## config.mk

```make
export PLATFORM = sky130hd
export DESIGN_NAME = timebase_free_running_timer
export DESIGN_NICKNAME = d
export VERILOG_FILES = /design/src/include/timebase_pkg.sv /design/src/verilog/prescaler_chain.sv /design/src/verilog/timebase_free_running_timer.sv
export SDC_FILE = /design/constraint.sdc
export NUM_CORES = 1
export LEC_CHECK = 0
export BUFFER_PORTS_ARGS = -buffer_cell sky130_fd_sc_hd__clkbuf_2
export CAP_MARGIN = 10
export CORE_MARGIN = 2
export CORE_UTILIZATION = 45
export DETAILED_ROUTE_END_ITERATION = 8
export PLACE_DENSITY = 0.75
export RECOVER_POWER = 100
export SLEW_MARGIN = 0
export SYNTH_ARGS = -nofsm -noshare
export SYNTH_HDL_FRONTEND = slang
export SYNTH_SLANG_ARGS = --single-unit
```

## constraint.sdc

```tcl
create_clock -name aclk -period 3.1 [get_ports aclk]
set_input_delay 0.775 -clock aclk [delete_from_list [all_inputs] [get_ports aclk]]
set_output_delay 0.775 -clock aclk [all_outputs]
set_load 0.01 [all_outputs]
```

## src/include/timebase_pkg.sv

```systemverilog
// ==========================================================================
// Shared constants for the time-base free-running counter
package timebase_pkg;

	// ======================================================================
	// Register map (printed offsets are word indices)
	localparam int ADDR_W = 8;
	localparam logic [ADDR_W-1:0] FLAG_INDEX = 8'h01;
	localparam logic [ADDR_W-1:0] MODE_INDEX = 8'h08;
	localparam logic [ADDR_W-1:0] FLAG_ADDR = 8'h04; // Index times four
	localparam logic [ADDR_W-1:0] MODE_ADDR = 8'h20; // Index times four

	// ======================================================================
	// Field layout and reset values
	localparam int MODE_W = 4;
	localparam int TIME_BASE_BIT = 3;
	localparam int FLAG_BIT = 2;
	localparam logic [MODE_W-1:0] MODE_RESET = 4'h0;
	localparam int COUNT_W = 8;
	localparam logic [COUNT_W-1:0] COUNT_RESET = 8'h00;
	localparam logic [COUNT_W-1:0] COUNT_TOP = 8'hff;
	localparam int SYS_PS_W = 11;
	localparam int WATCH_PS_W = 5;
	localparam int XTAL_DIV_W = 3;

	// ======================================================================
	// Timing
	localparam real CLOCK_PERIOD_NS = 50.0;
	localparam real WATCH_PERIOD_US = 244.14; // Eight crystal periods
	localparam int XTAL_PER_WATCH = 8;

	// ======================================================================
	// AXI responses
	localparam logic [1:0] RESP_OKAY = 2'h0;
	localparam logic [1:0] RESP_SLVERR = 2'h2;

endpackage : timebase_pkg

```

## src/verilog/prescaler_chain.sv

```systemverilog
`timescale 1ns/1ps
// ==========================================================================
// System and watch prescalers with one-cycle tap pulses
module prescaler_chain #(
	parameter int INSTR_DIV = 1
) (
	input wire logic aclk, // System clock
	input wire logic aresetn, // Synchronous reset, low
	input wire logic sys_hold, // Stops system prescaler
	input wire logic watch_clk_pin, // 32.768 kHz crystal level
	input wire logic watch_clear, // Holds watch prescaler at zero
	output logic [timebase_pkg::SYS_PS_W:1] sys_tap, // Period 2^k cycles
	output logic [timebase_pkg::WATCH_PS_W:0] watch_tap, // Period 2^k
	output logic watch_half_tick // Half watch period
);
	localparam int DIV_W = (INSTR_DIV > 1) ? $clog2(INSTR_DIV) : 1;

	// ======================================================================
	// Parameter check
	generate
		if (INSTR_DIV < 1) begin : g_bad_div
			$error("INSTR_DIV must be at least one");
		end
	endgenerate

	logic [DIV_W-1:0] div_q;
	logic instr_en;
	logic [timebase_pkg::SYS_PS_W-1:0] sys_ps_q;
	logic sync1_q, sync2_q, sync3_q;
	logic xtal_edge;
	logic [timebase_pkg::XTAL_DIV_W-1:0] xdiv_q;
	logic watch_tick;
	logic [timebase_pkg::WATCH_PS_W-1:0] watch_ps_q;

	// Instruction-cycle enable from a divider
	assign instr_en = (INSTR_DIV == 1) ||
		(div_q == DIV_W'(INSTR_DIV - 1));
	always_ff @(posedge aclk) begin
		if (!aresetn || instr_en) begin
			div_q <= '0;
		end else begin
			div_q <= div_q + 1'b1;
		end
	end

	// System prescaler, frozen in low-power modes
	always_ff @(posedge aclk) begin
		if (!aresetn) begin
			sys_ps_q <= '0;
		end else if (instr_en && !sys_hold) begin
			sys_ps_q <= sys_ps_q + 1'b1;
		end
	end

	// Tap k pulses when the low k bits roll over
	genvar k;
	generate
		for (k = 1; k <= timebase_pkg::SYS_PS_W; k++) begin : g_sys
			assign sys_tap[k] = instr_en && !sys_hold && (&sys_ps_q[k-1:0]);
		end
	endgenerate

	// Crystal level crosses in; stages two and three feed the edge detector
	always_ff @(posedge aclk) begin
		if (!aresetn) begin
			sync1_q <= 1'b0;
			sync2_q <= 1'b0;
			sync3_q <= 1'b0;
		end else begin
			sync1_q <= watch_clk_pin;
			sync2_q <= sync1_q;
			sync3_q <= sync2_q;
		end
	end
	assign xtal_edge = sync2_q && !sync3_q;

	// Divide by eight, then five-bit watch prescaler
	assign watch_tick = xtal_edge && (&xdiv_q);
	assign watch_half_tick = !watch_clear && xtal_edge && (&xdiv_q[1:0]);
	always_ff @(posedge aclk) begin
		if (!aresetn || watch_clear) begin
			xdiv_q <= '0;
			watch_ps_q <= '0;
		end else if (xtal_edge) begin
			xdiv_q <= xdiv_q + 1'b1;
			if (watch_tick) begin
				watch_ps_q <= watch_ps_q + 1'b1;
			end
		end
	end

	// Watch taps: k = 0 is one watch period
	assign watch_tap[0] = watch_tick && !watch_clear;
	generate
		for (k = 1; k <= timebase_pkg::WATCH_PS_W; k++) begin : g_watch
			assign watch_tap[k] = watch_tick && !watch_clear &&
				(&watch_ps_q[k-1:0]);
		end
	endgenerate

endmodule : prescaler_chain

```

## src/verilog/timebase_free_running_timer.sv

```systemverilog
// Local design decision: the AXI4-Lite register port.
`timescale 1ns/1ps
// Contract
// The counter is eight bits wide, free running, never preloaded.
// Reset clears the counter; each selected input pulse adds one.
// A pulse at all ones raises overflow and wraps to zero, every 256.
// Each overflow sets the overflow flag held in bit 2 of the flag word.
// Mode bit 3 at one feeds the counter from the watch prescaler.
// In time-base mode software can clear watch prescaler and counter.
// The mode register is four bits, write only, reset to zero.
// Bit 3 low: codes 0 to 7 pick 2048,1024,512,128,32,8,4,2 cycles.
// Bit 3 high: 32,16,8,2 watch periods, half, unused, then clear hold.
// The clear-hold code halts the display driver while it lasts.
// Software leaves the division ratio alone during time-base mode.
// A watch period is eight crystal periods; overflow is 256 inputs.
// The watch prescaler is five bits on crystal/8, reset and clearable.
// The system prescaler is eleven bits, reset, stopped on hold.
// The overflow flag stays set until software clears it or reset.
module timebase_free_running_timer #(
	parameter int INSTR_DIV = 1
) (
	input wire logic aclk, // System clock, 20 MHz
	input wire logic aresetn, // Synchronous reset, low
	input wire logic [timebase_pkg::ADDR_W-1:0] s_axi_awaddr, // Write addr
	input wire logic [2:0] s_axi_awprot, // Unused
	input wire logic s_axi_awvalid, // Write address valid
	output logic s_axi_awready, // Write address ready
	input wire logic [31:0] s_axi_wdata, // Write data
	input wire logic [3:0] s_axi_wstrb, // Byte enables
	input wire logic s_axi_wvalid, // Write data valid
	output logic s_axi_wready, // Write data ready
	output logic [1:0] s_axi_bresp, // Write response
	output logic s_axi_bvalid, // Write response valid
	input wire logic s_axi_bready, // Write response ready
	input wire logic [timebase_pkg::ADDR_W-1:0] s_axi_araddr, // Read addr
	input wire logic [2:0] s_axi_arprot, // Unused
	input wire logic s_axi_arvalid, // Read address valid
	output logic s_axi_arready, // Read address ready
	output logic [31:0] s_axi_rdata, // Read data
	output logic [1:0] s_axi_rresp, // Read response
	output logic s_axi_rvalid, // Read data valid
	input wire logic s_axi_rready, // Read data ready
	input wire logic watch_clk_pin, // Crystal clock level, asynchronous
	input wire logic sys_prescaler_hold, // Watch or subactive mode
	output logic [timebase_pkg::COUNT_W-1:0] counter_a_value, // Count
	output logic counter_a_overflow_pulse, // One cycle per wrap
	output logic counter_a_overflow_flag, // Sticky request flag
	output logic time_base_select_bit, // Time-base mode active
	output logic display_halt // Forces display driver off
);

	// ======================================================================
	// Declarations
	logic aw_held_q;
	logic [timebase_pkg::ADDR_W-1:0] aw_addr_q;
	logic w_held_q;
	logic [31:0] w_data_q;
	logic [3:0] w_strb_q;
	logic bvalid_q;
	logic [1:0] bresp_q;
	logic rvalid_q;
	logic [1:0] rresp_q;
	logic [31:0] rdata_q;
	logic [timebase_pkg::MODE_W-1:0] mode_q;
	logic [timebase_pkg::COUNT_W-1:0] count_q, count_d;
	logic flag_q, flag_d;
	logic ovf_q;
	logic [timebase_pkg::SYS_PS_W:1] sys_tap;
	logic [timebase_pkg::WATCH_PS_W:0] watch_tap;
	logic watch_half_tick, hold_clear;

	// ======================================================================
	// Parameter check
	generate
		if (timebase_pkg::COUNT_W != 8) begin : g_bad_width
			$error("Counter must be eight bits wide");
		end
	endgenerate

	// ======================================================================
	// Tap selection helpers

	// System tap index for a three-bit code
	function automatic logic [3:0] sys_shift(input logic [2:0] code);
		case (code)
			3'h0: sys_shift = 4'hb; // 2048 cycles
			3'h1: sys_shift = 4'ha; // 1024
			3'h2: sys_shift = 4'h9; // 512
			3'h3: sys_shift = 4'h7; // 128
			3'h4: sys_shift = 4'h5; // 32
			3'h5: sys_shift = 4'h3; // 8
			3'h6: sys_shift = 4'h2; // 4
			3'h7: sys_shift = 4'h1; // 2
			default: sys_shift = 4'hb;
		endcase
	endfunction : sys_shift

	// Watch tap index; 4'hf marks codes with no watch tap
	function automatic logic [3:0] watch_shift(input logic [2:0] code);
		case (code)
			3'h0: watch_shift = 4'h5; // 32 watch periods
			3'h1: watch_shift = 4'h4; // 16
			3'h2: watch_shift = 4'h3; // 8
			3'h3: watch_shift = 4'h1; // 2
			default: watch_shift = 4'hf;
		endcase
	endfunction : watch_shift

	// Aligned register decode shared by both channels
	function automatic logic is_reg(
		input logic [timebase_pkg::ADDR_W-1:0] addr,
		input logic [timebase_pkg::ADDR_W-1:0] reg_addr
	);
		is_reg = (addr[timebase_pkg::ADDR_W-1:2] ==
			reg_addr[timebase_pkg::ADDR_W-1:2]);
	endfunction : is_reg

	// ======================================================================
	// Prescalers
	prescaler_chain #(
		.INSTR_DIV(INSTR_DIV)
	) u_prescalers (
		.aclk(aclk),
		.aresetn(aresetn),
		.sys_hold(sys_prescaler_hold),
		.watch_clk_pin(watch_clk_pin),
		.watch_clear(hold_clear),
		.sys_tap(sys_tap),
		.watch_tap(watch_tap),
		.watch_half_tick(watch_half_tick)
	);

	// ======================================================================
	// AXI4-Lite write channel

	// Address and data land in either order; response waits for both
	wire wr_fire = aw_held_q && w_held_q;
	wire aw_take = s_axi_awvalid && s_axi_awready;
	wire w_take = s_axi_wvalid && s_axi_wready;
	wire wr_mode_hit = is_reg(aw_addr_q, timebase_pkg::MODE_ADDR);
	wire wr_flag_hit = is_reg(aw_addr_q, timebase_pkg::FLAG_ADDR);
	wire wr_mapped = wr_mode_hit || wr_flag_hit;
	wire wr_mode = wr_fire && wr_mode_hit && w_strb_q[0];
	wire wr_flag = wr_fire && wr_flag_hit && w_strb_q[0];
	assign s_axi_awready = !aw_held_q && !bvalid_q;
	assign s_axi_wready = !w_held_q && !bvalid_q;
	assign s_axi_bvalid = bvalid_q;
	assign s_axi_bresp = bresp_q;

	// Capture write address
	always_ff @(posedge aclk) begin
		if (!aresetn || wr_fire) begin
			aw_held_q <= 1'b0;
			aw_addr_q <= '0;
		end else if (aw_take) begin
			aw_held_q <= 1'b1;
			aw_addr_q <= s_axi_awaddr;
		end
	end

	// Capture write data
	always_ff @(posedge aclk) begin
		if (!aresetn || wr_fire) begin
			w_held_q <= 1'b0;
			w_data_q <= '0;
			w_strb_q <= '0;
		end else if (w_take) begin
			w_held_q <= 1'b1;
			w_data_q <= s_axi_wdata;
			w_strb_q <= s_axi_wstrb;
		end
	end

	// Write response; unmapped addresses answer with an error
	always_ff @(posedge aclk) begin
		if (!aresetn) begin
			bvalid_q <= 1'b0;
			bresp_q <= timebase_pkg::RESP_OKAY;
		end else if (wr_fire) begin
			bvalid_q <= 1'b1;
			bresp_q <= wr_mapped ? timebase_pkg::RESP_OKAY :
				timebase_pkg::RESP_SLVERR;
		end else if (s_axi_bready) begin
			bvalid_q <= 1'b0;
		end
	end

	// ======================================================================
	// AXI4-Lite read channel

	// Mode word is write only and reads back as zero
	wire rd_take = s_axi_arvalid && s_axi_arready;
	wire rd_mode_hit = is_reg(s_axi_araddr, timebase_pkg::MODE_ADDR);
	wire rd_flag_hit = is_reg(s_axi_araddr, timebase_pkg::FLAG_ADDR);
	wire [31:0] rd_word = rd_flag_hit ?
		(32'h0000_0001 << timebase_pkg::FLAG_BIT) & {32{flag_q}} :
		32'h0000_0000;
	assign s_axi_arready = !rvalid_q;
	assign s_axi_rvalid = rvalid_q;
	assign s_axi_rdata = rdata_q;
	assign s_axi_rresp = rresp_q;

	// Read data come from a register
	always_ff @(posedge aclk) begin
		if (!aresetn) begin
			rvalid_q <= 1'b0;
			rdata_q <= '0;
			rresp_q <= timebase_pkg::RESP_OKAY;
		end else if (rd_take) begin
			rvalid_q <= 1'b1;
			rdata_q <= rd_word;
			rresp_q <= (rd_mode_hit || rd_flag_hit) ?
				timebase_pkg::RESP_OKAY : timebase_pkg::RESP_SLVERR;
		end else if (s_axi_rready) begin
			rvalid_q <= 1'b0;
		end
	end

	// ======================================================================
	// Mode register

	// Low byte lane only; upper bits of the word are dropped
	always_ff @(posedge aclk) begin
		if (!aresetn) begin
			mode_q <= timebase_pkg::MODE_RESET;
		end else if (wr_mode) begin
			mode_q <= w_data_q[timebase_pkg::MODE_W-1:0];
		end
	end

	// ======================================================================
	// Input clock selection
	wire time_base = mode_q[timebase_pkg::TIME_BASE_BIT];
	wire [2:0] code = mode_q[2:0];
	wire [3:0] sys_idx = sys_shift(code);
	wire [3:0] watch_idx = watch_shift(code);
	// Codes 11x in time-base mode hold prescaler W and counter at zero
	assign hold_clear = time_base && (code[2:1] == 2'b11);
	// System taps per code
	wire sys_sel = sys_tap[sys_idx];
	// Code 100 takes the half-period tap; 101 feeds nothing
	wire watch_sel = (code == 3'h4) ? watch_half_tick :
		(watch_idx == 4'hf) ? 1'b0 : watch_tap[watch_idx[2:0]];
	// Mode change mid-period shifts the next overflow; software avoids it
	wire in_tick = time_base ? watch_sel : sys_sel;
	wire wrap = in_tick && (count_q == timebase_pkg::COUNT_TOP);

	// ======================================================================
	// Counter

	// No load path exists: only reset, clear-hold or increment
	always_comb begin
		count_d = count_q;
		if (hold_clear) begin
			count_d = timebase_pkg::COUNT_RESET;
		end else if (in_tick) begin
			count_d = count_q + 1'b1;
		end
	end

	always_ff @(posedge aclk) begin
		if (!aresetn) begin
			count_q <= timebase_pkg::COUNT_RESET;
		end else begin
			count_q <= count_d;
		end
	end

	// ======================================================================
	// Overflow flag

	// Set beats a same-cycle software clear so no wrap is lost
	always_comb begin
		flag_d = flag_q;
		if (wr_flag && !w_data_q[timebase_pkg::FLAG_BIT]) begin
			flag_d = 1'b0;
		end
		if (wrap) begin
			flag_d = 1'b1;
		end
	end

	always_ff @(posedge aclk) begin
		if (!aresetn) begin
			flag_q <= 1'b0;
			ovf_q <= 1'b0;
		end else begin
			flag_q <= flag_d;
			ovf_q <= wrap;
		end
	end

	// ======================================================================
	// Outputs
	assign counter_a_value = count_q;
	assign counter_a_overflow_pulse = ovf_q;
	assign counter_a_overflow_flag = flag_q;
	assign time_base_select_bit = time_base;
	// Display stays dark for as long as the clear code is held
	assign display_halt = hold_clear;

	// Prot inputs carry nothing this slave uses
	wire unused_prot = ^{s_axi_awprot, s_axi_arprot, w_data_q[31:8]};

endmodule : timebase_free_running_timer
```

# ---- Yosys cells after proc, flatten, opt, wreduce, memory -nomap -nowiden
# Memories as Yosys holds them, arrays and structs flattened. A register that Yosys moved wholly into a read port is not among the register bits.
# Cells that the tools add are included.
dict set report word_totals {
  mem_count 1
  wordCells 127
  reg_bits 89
  romBits 32
  in_bits 67
}
dict set report classes {
  n_bitwise 1
  n_addsub 4
  order_cmp 2
  muxes 19
  n_reduce_logical 69
  n_eq_ne 11
}
# memory words word_bits rd rd_ports_with_merged_regs wr line_no
set memory_table {}
lappend memory_table {{(name not given)} 8 4 1 1 0 timebase_free_running_timer.sv:85} ;# case (code)
# op count
set op_table {}
lappend op_table {{logical AND 1 bit} 34}
lappend op_table {{one-hot mux 4 bit (4 select lines)} 1}
lappend op_table {{equality test 6 x 1 -> 1 bit (second input constant)} 2}
lappend op_table {{equality test 6 x 4 -> 1 bit (second input constant)} 2}
lappend op_table {{adder 11 x 1 -> 11 bit (second input constant)} 1}
lappend op_table {{2-to-1 mux 1 bit} 11}
lappend op_table {{AND reduction 11 bit} 1}
lappend op_table {{AND reduction 10 bit} 1}
lappend op_table {{AND reduction 5 bit} 2}
lappend op_table {{zero test 1 bit} 9}
lappend op_table {{2-to-1 mux 3 bit} 3}
lappend op_table {{AND reduction 3 bit} 3}
lappend op_table {{AND reduction 9 bit} 1}
lappend op_table {{adder 8 x 1 -> 8 bit (second input constant)} 1}
lappend op_table {{equality test 8 bit (second input constant)} 1}
lappend op_table {{AND reduction 2 bit} 4}
lappend op_table {{AND reduction 4 bit} 2}
lappend op_table {{AND reduction 8 bit} 1}
lappend op_table {{AND reduction 7 bit} 1}
lappend op_table {{equality test 3 x 2 -> 1 bit (second input constant)} 2}
lappend op_table {{AND reduction 6 bit} 1}
lappend op_table {{nonzero test 2 bit} 3}
lappend op_table {{adder 5 x 1 -> 5 bit (second input constant)} 1}
lappend op_table {{< comparator 4 x 5 -> 1 bit (second input constant)} 1}
lappend op_table {{other kinds (13)} 17}

# ---- Logic depth before layout (Yosys ltp)
# Gate-level depths: netlist (run 1).
dict set report depth {
  ltp_word 12
  ltp_mapped 10
  mapped_depth_nobuf 10
}

# ---- Cells and area by module
# From an unflattened synthesis (run 1), not the netlist that was laid out.
dict set report unflattened {
  cells_unflattened 334
  area_unflattened_um2 3088.0
}
# mod area_per_inst_um2 n_inst cells_per_inst seq_area_each_um2
set modules_own_cells {}
lappend modules_own_cells {timebase_free_running_timer 1981.9 1 214 720.7}
lappend modules_own_cells {prescaler_chain 1106.1 1 120 440.4}

# ---- Least setup slack after synthesis (run 1)
# No wires, ideal clock.
dict set report synth_timing {
  path_type {in2reg}
  startpoint {input port sys_prescaler_hold}
  endpoint {register count_q, in the netlist counter_a_value[5]}
  cell_stages 6
  n_path_buf 0
  t_arrival_ns 2.316
  setup_ns 0.116
  setup_slack_ns 0.668
  path_cell_list {nand3b_1 > or4_1 > a221o_1 > a31oi_4 > a31oi_1 > a41o_1}
}
dict set report synth_via {
  elab_chain_cells 5
  word_cells_on_any_way 15
}
# element line_no
set synth_rtl {}
lappend synth_rtl {{start, declared} timebase_free_running_timer.sv:44} ;# input wire logic sys_prescaler_hold,
lappend synth_rtl {{zero test 1 bit *} -}
lappend synth_rtl {{logical AND 1 bit} prescaler_chain.sv:59} ;# assign sys_tap[k] = instr_en && !sys_hold && (&sys_ps_q[k-1:0]);
lappend synth_rtl {{binary-select mux 1 bit (select 4 bit) *} timebase_free_running_timer.sv:240} ;# wire sys_sel = sys_tap[sys_idx];
lappend synth_rtl {{2-to-1 mux 1 bit (implied by the code) *} timebase_free_running_timer.sv:240}
lappend synth_rtl {{2-to-1 mux 1 bit *} timebase_free_running_timer.sv:245} ;# wire in_tick = time_base ? watch_sel : sys_sel;
lappend synth_rtl {{end signal, assigned} timebase_free_running_timer.sv:263} ;# count_q <= timebase_pkg::COUNT_RESET;
lappend synth_rtl {{end signal, assigned} timebase_free_running_timer.sv:265} ;# count_q <= count_d;
lappend synth_rtl {{end, declared} timebase_free_running_timer.sv:65} ;# logic [timebase_pkg::COUNT_W-1:0] count_q, count_d;
# Mark *: on every way between the ends. The rest lies on a longest branch, timed or not. The select of a mux whose other input is x is not followed.
# A chain may end at the register's enable or synchronous reset.

# ---- Worst setup path after layout (run 1)
# Ends and elaborated chain as after synthesis.

==> results of run 1 <==
-- flip-flops by register name, summed over array words and instances (netlist names), 3 cells and up --
| register | flops |
|---|---|
| counter_a_value | 8 |
| w_data_q | 4 |
| sys_idx | 4 |
| mode_q | 4 |
| u_prescalers.watch_ps_q | 5 |
| u_prescalers.xdiv_q | 3 |
| aw_addr_q | 6 |
| u_prescalers.sys_ps_q | 11 |
-- worst max-delay path: stages --
cell,delay [ns]
sky130_fd_sc_hd__clkbuf_2,0.09
sky130_fd_sc_hd__clkbuf_1,0.26
sky130_fd_sc_hd__nor4b_1,0.48
sky130_fd_sc_hd__o21ai_0,0.15
sky130_fd_sc_hd__a221o_1,0.43
sky130_fd_sc_hd__a31oi_1,0.35
sky130_fd_sc_hd__a31oi_1,0.13
sky130_fd_sc_hd__a41o_1,0.21
-- area by class of cell --
class	count	area, µm²
Clock buffer	12	145
Clock inverter	4	98.8
Fill cell	595	3060
Inverter	11	41.3
Multi-Input combinational cell	239	1550
Sequential cell	58	1160
Tap cell	77	96.3
Timing Repair Buffer	46	203
-- final timing paths --
| path | slack [ns] | cells past startpoint | endpoint |
|---|---|---|---|
| max | 0.47 | 8 | counter_a_value[5] |
| min | 0.47 | 2 | u_prescalers.watch_ps_q[4] |
| max reg2reg | 0.49 | 10 | counter_a_value[5] |
| min reg2reg | 0.47 | 2 | u_prescalers.watch_ps_q[4] |
-- placed cells by master (no fill, tap or decap), types with 12 or more instances in the layout --
cell type / synthesis / final
sky130_fd_sc_hd__clkbuf_1: 8 / 24
sky130_fd_sc_hd__clkbuf_2: 0 / 24
sky130_fd_sc_hd__conb_1: 1 / 33
sky130_fd_sc_hd__dfxtp_1: 58 / 58
sky130_fd_sc_hd__ha_1: 15 / 15
sky130_fd_sc_hd__mux2i_1: 27 / 27
sky130_fd_sc_hd__nand2_1: 18 / 18
sky130_fd_sc_hd__nand3_1: 12 / 13
sky130_fd_sc_hd__nor2_1: 32 / 33
sky130_fd_sc_hd__nor2b_1: 12 / 12
-- power groups by stage --
stage | Sequential (mW) | Clock [mW] | Combinational [mW]
after floorplan | 0.799 | 0 | 0.124
after global placement | 0.801 | 0 | 0.125
after detailed placement | 0.803 | 0 | 0.128
after CTS | 0.786 | 0.878 | 0.129
after global routing | 0.788 | 0.915 | 0.141
final | 0.786 | 0.865 | 0.124
-- routing by layer --
metal,vias up,wire [µm],track usage [%],share of wire [%]
li1,1111,-,-,-
met1,1000,2460,19.4,46
met2,71,2440,24.8,46
met3,12,311,5.25,5.8
met4,0,105,6.35,2.0
met5,-,0,0,0
-- per-stage QoR --
step                utilization, %  std cells  area, µm²  hold WS, ns  power [mW]
floorplan                        -        351       3080        0.412       0.923
global placement              49.1        431       3120        0.423       0.926
detailed placement            49.1        431       3120        0.446       0.931
CTS                           52.9        447       3360        0.472        1.79
global route                  51.8        447       3290        0.498        1.84
finish                        51.8        447       3290        0.469        1.77
-- kinds of logic after synthesis --
group           Yosys count
flops                    58
compound gates           32
simple gates            118
other cells               1
fa+ha+maj                15
mux                      28
xor+xnor                 13
buf+inv                  54
==> impl_metrics.yaml, run 1 <==
routing:
  drtIter0Drc: 82
  wirelength_mm: 5.32
  via_count: 2194
  drt-wirelength-per-cell_um: 11.9
  final_antenna_net_count: 0
  drt-pass1-iter-count: 4
  avgViaCountPerCell: 4.91
  drc_errors: 0
power:
  seq_power_share_pct: 44.3
  p_int_mw: 1.38
  power_per_standard_cell_area_mw_per_mm2: 539
  netSwitchingFraction_pct: 22.4
  comb_pwr_share_pct: 7.0
  cellLeakagePower_nw: 1.50
  power.switching_mw: 0.398
  vdd.ir_drop.worst_uv: 350
  clk_network_pwr_share_pct: 48.7
synthesis:
  post_synth_main_area_contributors: "sky130_fd_sc_hd__dfxtp_1 39%, sky130_fd_sc_hd__mux2i_1 9.1%, sky130_fd_sc_hd__buf_4 8.4%"
  yosys.area_share.simple_pct: 21.7
  async_flop_share_pct: 0
  netlist.area_leader.share_pct: 39.2
  syn_area_mm2: 0.00296
  synth.yosys.seq_area_share_pct: 39.2
  synth-warning-count: 0
  synthAdderAreaFrac_pct: 6.34
  number_of_enable_flip_flop_cells_after_synthesis: 0
  largest_family_of_logic_cells_by_synthesized_area: "simple AND/OR/NAND/NOR gates"
  synth-compound-area-share_pct: 7.82
  muxShareOfSynthArea_pct: 9.64
  yosys.area.top_type: "sky130_fd_sc_hd__dfxtp_1"
  synth_seq_cells: 58
  post_synth_num_cell_types: 50
  yosys.cell_count.top_type: "sky130_fd_sc_hd__dfxtp_1"
  synth_common_cells: "58 x sky130_fd_sc_hd__dfxtp_1, 33 x sky130_fd_sc_hd__buf_4, 32 x sky130_fd_sc_hd__nor2_1, 27 x sky130_fd_sc_hd__mux2i_1, 18 x sky130_fd_sc_hd__nand2_1"
  synth_flop_cell: "sky130_fd_sc_hd__dfxtp_1"
  post_synth_inst_count: 319
  yosys.area_share.xor_xnor_pct: 3.85
  synthesis.area_per_instance_um2: 9.28
place:
  dp_hpwl_mm: 3.87
  portBuffers: 45
  routabilityCongestion: 0.748
  post_place_worst_slack_ns: 0.405
die:
  design.core.area_mm2: 0.00635
  chipHeight_um: 85.1
  die-area_mm2: 0.00724
  die_w_um: 85.1
  fp-row-count: 29
  io_pins: 120
  initial_core_util_pct: 46.6
clock_tree:
  clk_pin_slew_worst_paths_ns: 0.07
  numClockSinks: 58
  insertion_delay_ns: 0.34
  cts-root-to-sink-buffers: 2
  tritoncts: "done"
  cts_root_buf: "sky130_fd_sc_hd__clkbuf_8"
  h_tree_depth_reported_by_cts: 3
  post_cts_resize_count: 0
  numCtsBuffers: 9
  cts_setup_buffers: 0
  post_cts_hold_buffer_count: 0
global_route:
  grt_antenna_before_repair: 0
  overflow: 0
  gr-usage-all-layers_pct: 15.6
  first_pass_grt_wire_length_mm: 8.99
  number_of_global_route_vias_before_repair: 1985
  largest_net_degree_at_the_start_of_global_routing: 31
critical_path:
  timing.critical_path.from: "sys_prescaler_hold"
  worst-endpoint-required_ns: 3.34
  worstPathMaxFanout: 10
  critPathLaunchType: "input pin"
  worst-setup-path-type: "in -> reg"
  worstSetupEndpointType: "flop"
  worstReg2RegStart: "u_prescalers.sys_ps_q[0]"
  timing.critical_path.arrival_ns: 2.87
worst_hold_path:
  worstHoldPathType: "reg -> reg"
  hold_start: "u_prescalers.watch_ps_q[4]"
status:
  status: "finished, final reports clean"
sta:
  finalCriticalPeriod_ns: 2.63
  final_hold_viol_count: 0
  maximum_achievable_frequency_ghz: 0.380
  finalSetupViolCount: 0
  tightest_slew_ns: 1.07
  maxSlewHeadroom_pct: 28.6
  final_min_period_over_clock_period_pct: 85.0
  rsz0062_at_grt: "no"
  finalMaxSlewViolations: 0
  setup_ws_ns: 0.465
  final.setup.tns_ns: 0
  skew_ns: 0.0112
finish:
  num_antenna_cells: 0
  final_nets: 447
  post_route_cells_drive_above_1_share_pct: 11.9
  areaGrowthSynthToFinish_pct: 11.2
run:
  max_cap_viol_count: 0
Note: power is estimated with default switching activity, not from simulation.
==> run 2, diff against run 1 <==
Clock period 3.1 ns to 2.8 ns, I/O delays scaled along.
==> impl_metrics.yaml, run 2 (synthesis results as in run 1) <==
status:
  status: "finished, final reports clean"
finish:
  post_route_cells_drive_above_1_share_pct: 12.9
  filler_cell_count: 599
  areaGrowthSynthToFinish_pct: 11.4
  largest_register: "u_prescalers.sys_ps_q"
  most_common_library_cell_in_the_layout_ignoring_fill_and_taps: "sky130_fd_sc_hd__dfxtp_1"
  largest_register_ffs: 11
  most-common-layout-cells: "58 x sky130_fd_sc_hd__dfxtp_1, 33 x sky130_fd_sc_hd__nor2_1, 33 x sky130_fd_sc_hd__conb_1"
  num_antenna_cells: 0
  final_nets: 449
power:
  cellLeakagePower_nw: 1.50
  vdd.ir_drop.worst_uv: 379
  total_power_consumption_mw: 1.85
  power_per_standard_cell_area_mw_per_mm2: 561
routing:
  avgViaCountPerCell: 4.86
  via_count: 2181
  drt-wirelength-per-cell_um: 11.9
  final_antenna_net_count: 0
  wirelength_mm: 5.35
  drtIter0Drc: 61
  drc_errors: 0
  drt-pass1-iter-count: 4
place:
  post_place_worst_slack_ns: 0.190
  routabilityCongestion: 0.762
  dp_hpwl_mm: 4.00
  portBuffers: 45
clock_tree:
  cts_root_buf: "sky130_fd_sc_hd__clkbuf_8"
  h_tree_depth_reported_by_cts: 3
  numCtsBuffers: 9
  numClockSinks: 58
  clk_pin_slew_worst_paths_ns: 0.07
  tritoncts: "done"
  insertion_delay_ns: 0.35
  cts-root-to-sink-buffers: 2
  post_cts_hold_buffer_count: 0
  cts_setup_buffers: 0
  post_cts_resize_count: 0
sta:
  tightest_slew_ns: 0.571
  rsz0062_at_grt: "no"
  maximum_achievable_frequency_ghz: 0.397
  setup_ws_ns: 0.279
  final_min_period_over_clock_period_pct: 90.0
  skew_ns: 0.0122
  finalMaxSlewViolations: 0
  finalSetupViolCount: 0
  hold-worst-slack_ns: 0.446
  final.setup.tns_ns: 0
  maxSlewHeadroom_pct: 61.9
  final_hold_viol_count: 0
  finalCriticalPeriod_ns: 2.52
run:
  max_cap_viol_count: 0
die:
  die-area_mm2: 0.00724
  chipHeight_um: 85.1
  fp-row-count: 29
  initial_core_util_pct: 46.6
  die_w_um: 85.1
  io_pins: 120
  design.core.area_mm2: 0.00635
critical_path:
  crit_path_max_incr_delay_ns: 0.46
  critPathBufInv: 1
  critPathLaunchType: "flop"
  critPathSlowestCell: "sky130_fd_sc_hd__a221o_1"
  worst-setup-path-type: "reg -> reg"
  cp_cell_sequence: "ha_1 > and3_1 > nand4_1 > inv_1 > ha_1 > o21ai_0 > a221o_1 > a31oi_4 > a31oi_1 > a41o_1"
  reg2reg_setup_slack_ns: 0.28
  dominant_cell_type_by_count_on_the_critical_path: "sky130_fd_sc_hd__ha_1"
  worst-endpoint-required_ns: 3.05
  timing.critical_path.max_delay_family: "compound AO/OA/AOI/OAI gates"
  worstSetupEndpointType: "flop"
  timing.critical_path.arrival_ns: 2.77
  worstPathMaxFanout: 5
  timing.critical_path.from: "u_prescalers.sys_ps_q[0]"
  worstReg2RegStart: "u_prescalers.sys_ps_q[0]"
global_route:
  overflow: 0
  first_pass_grt_wire_length_mm: 9.29
  number_of_global_route_vias_before_repair: 2044
  gr-usage-all-layers_pct: 16.1
  largest_net_degree_at_the_start_of_global_routing: 17
  grt_antenna_before_repair: 0
worst_hold_path:
  hold_start: "u_prescalers.sync1_q"
  worstHoldPathType: "reg -> reg"
## run 2: final timing paths
kind | end | cells after the start
min | u_prescalers.sync2_q | 1
max reg2reg | counter_a_value[5] | 10
min reg2reg | u_prescalers.sync2_q | 1
max | counter_a_value[5] | 10
## run 2: through the flow
stage,area (µm²),instances,util (%)
finish,3300,449,51.9
global placement,3130,433,49.3
global route,3300,449,51.9
detailed placement,3130,433,49.3
CTS,3340,449,52.6
floorplan,3080,351,-
## run 2: area by class of cell
type / count / area [µm²] / area share [%]
inverters: 11 / 41.3 / 1.25
repair buffers: 48 / 213 / 6.45
flip-flops and latches: 58 / 1160 / 35.2
clock buffers: 11 / 131 / 3.98
clock inverters: 5 / 78.8 / 2.39
well taps: 77 / 96.3 / 2.92
multi-input cells: 239 / 1580 / 47.8
## run 2: worst reg2reg max path, delay by kind of cell, from the launching register on
family | cells | cell delay [ns]
adder cells (fa/ha/maj) | 2 | 0.40
AO/OA/AOI/OAI | 5 | 1.08
flip-flops | 1 | 0.41
buffers and inverters | 1 | 0.09
AND/OR/NAND/NOR | 2 | 0.42
## run 2: routing by layer
layer	part of all wire, %	up-vias	GRT usage [%]
li1	-	1111	-
met1	47	1003	19.7
met2	46	55	25.4
met3	5.4	12	4.28
met4	1.8	0	9.09
met5	0	-	0
## run 2: report_power, final
group | switching, mW | internal (mW) | total (mW)
Clock | 0.342 | 0.500 | 0.841
Combinational | 0.0820 | 0.0557 | 0.138
Sequential | 0.0191 | 0.850 | 0.869
==> run 3, diff against run 2 <==
Settings changed: PLACE_DENSITY 0.75 to default, PLACE_DENSITY_LB_ADDON from default to 0.15.
==> impl_metrics.yaml, run 3 (synthesis results as in run 1) <==
status:
  status: "finished, final reports clean"
die:
  chipHeight_um: 85.1
  die_w_um: 85.1
  die-area_mm2: 0.00724
  io_pins: 120
  design.core.area_mm2: 0.00635
  fp-row-count: 29
  initial_core_util_pct: 46.6
sta:
  final.setup.tns_ns: 0
  finalMaxSlewViolations: 0
  rsz0062_at_grt: "no"
  final_hold_viol_count: 0
  maxSlewHeadroom_pct: 54.4
  finalCriticalPeriod_ns: 2.56
  skew_ns: 0.00969
  finalSetupViolCount: 0
  final_min_period_over_clock_period_pct: 91.4
  maximum_achievable_frequency_ghz: 0.391
  tightest_slew_ns: 0.683
routing:
  avgViaCountPerCell: 4.81
  via_count: 2165
  drc_errors: 0
  drtIter0Drc: 62
  drt-wirelength-per-cell_um: 11.5
  final_antenna_net_count: 0
  drt-pass1-iter-count: 4
  wirelength_mm: 5.19
finish:
  largest_register_ffs: 11
  largest_register: "u_prescalers.sys_ps_q"
  final_nets: 450
  post_route_cells_drive_above_1_share_pct: 13.4
  areaGrowthSynthToFinish_pct: 12.6
  most-common-layout-cells: "58 x sky130_fd_sc_hd__dfxtp_1, 33 x sky130_fd_sc_hd__nor2_1, 33 x sky130_fd_sc_hd__conb_1"
  num_antenna_cells: 0
  most_common_library_cell_in_the_layout_ignoring_fill_and_taps: "sky130_fd_sc_hd__dfxtp_1"
clock_tree:
  tritoncts: "done"
  post_cts_resize_count: 0
  numCtsBuffers: 9
  clk_pin_slew_worst_paths_ns: 0.07
  post_cts_hold_buffer_count: 0
  h_tree_depth_reported_by_cts: 3
  insertion_delay_ns: 0.34
  numClockSinks: 58
  cts-root-to-sink-buffers: 2
  cts_setup_buffers: 0
  cts_root_buf: "sky130_fd_sc_hd__clkbuf_8"
critical_path:
  worst-setup-path-type: "reg -> reg"
  critPathLaunchType: "flop"
  worst-endpoint-required_ns: 3.04
  timing.critical_path.arrival_ns: 2.80
  worstPathMaxFanout: 5
  worstSetupEndpointType: "flop"
global_route:
  gr-usage-all-layers_pct: 15.7
  first_pass_grt_wire_length_mm: 8.95
  largest_net_degree_at_the_start_of_global_routing: 18
  number_of_global_route_vias_before_repair: 2024
  overflow: 0
  grt_antenna_before_repair: 0
place:
  dp_hpwl_mm: 3.76
  routabilityCongestion: 0.739
  portBuffers: 45
power:
  power_per_standard_cell_area_mw_per_mm2: 590
  vdd.ir_drop.worst_uv: 347
  total_power_consumption_mw: 1.97
  cellLeakagePower_nw: 1.51
worst_hold_path:
  worstHoldPathType: "reg -> reg"
run:
  max_cap_viol_count: 0
[run 3: cell types whose count changed in the layout (fill, tap and decap cells not counted), sizes merged]
cell | previous run | this run
clkinvlp | 0 | 1
clkbuf | 58 | 56
bufinv | 2 | 3
buf | 1 | 2
inv | 11 | 13
clkinv | 3 | 1
[run 3: worst paths after layout]
path | startpoint | endpoint | slack, ns | depth (start not counted)
setup / recovery | u_prescalers.sys_ps_q[0] | counter_a_value[5] | 0.24 | 10
hold / removal | u_prescalers.sync1_q | u_prescalers.sync2_q | 0.47 | 1
setup reg to reg | u_prescalers.sys_ps_q[0] | counter_a_value[5] | 0.24 | 10
hold reg to reg | u_prescalers.sync1_q | u_prescalers.sync2_q | 0.47 | 1
[run 3: stage by stage]
stage	hold WS (ns)	worst slack [ns]	util [%]	area, µm²	instances
after floorplan	0.412	0.443	-	3080	351
after global placement	0.438	0.191	49.4	3140	434
after detailed placement	0.426	0.183	49.4	3140	434
after CTS	0.461	0.231	53.3	3390	450
after global routing	0.510	0.00283	52.5	3330	450
final	0.466	0.240	52.5	3330	450
[run 3: final cells by class]
type / count / area, µm²
fill: 624 / 3020
clock inverter: 7 / 124
timing repair buffer: 49 / 221
clock buffer: 9 / 124
tap: 77 / 96.3
inverter: 11 / 41.3
sequential: 58 / 1160
multi-input combinational: 239 / 1570
[run 3: worst max-delay path: stages (launching register included)]
cell and delay [ns]:
sky130_fd_sc_hd__dfxtp_1 0.41, sky130_fd_sc_hd__ha_1 0.24, sky130_fd_sc_hd__and3_1 0.25, sky130_fd_sc_hd__nand4_1 0.19, sky130_fd_sc_hd__inv_1 0.10, sky130_fd_sc_hd__ha_1 0.16, sky130_fd_sc_hd__o21ai_1 0.08, sky130_fd_sc_hd__a221o_1 0.46
sky130_fd_sc_hd__a31oi_4 0.25, sky130_fd_sc_hd__a31oi_1 0.11, sky130_fd_sc_hd__a41o_1 0.21
[run 3: power breakdown]
group | leakage, nW | internal, mW | switching (mW) | total (mW)
Clock | 0.120 | 0.598 | 0.363 | 0.961
Sequential | 0.471 | 0.850 | 0.0174 | 0.867
Combinational | 0.922 | 0.0565 | 0.0812 | 0.138
Total | 1.51 | 1.50 | 0.461 | 1.97
[run 3: metal layers]
layer / wire length, µm / track usage, %
met5: 0 / 0
met4: 70 / 5.19
met3: 272 / 6.32
met2: 2440 / 25.7
met1: 2410 / 18.7
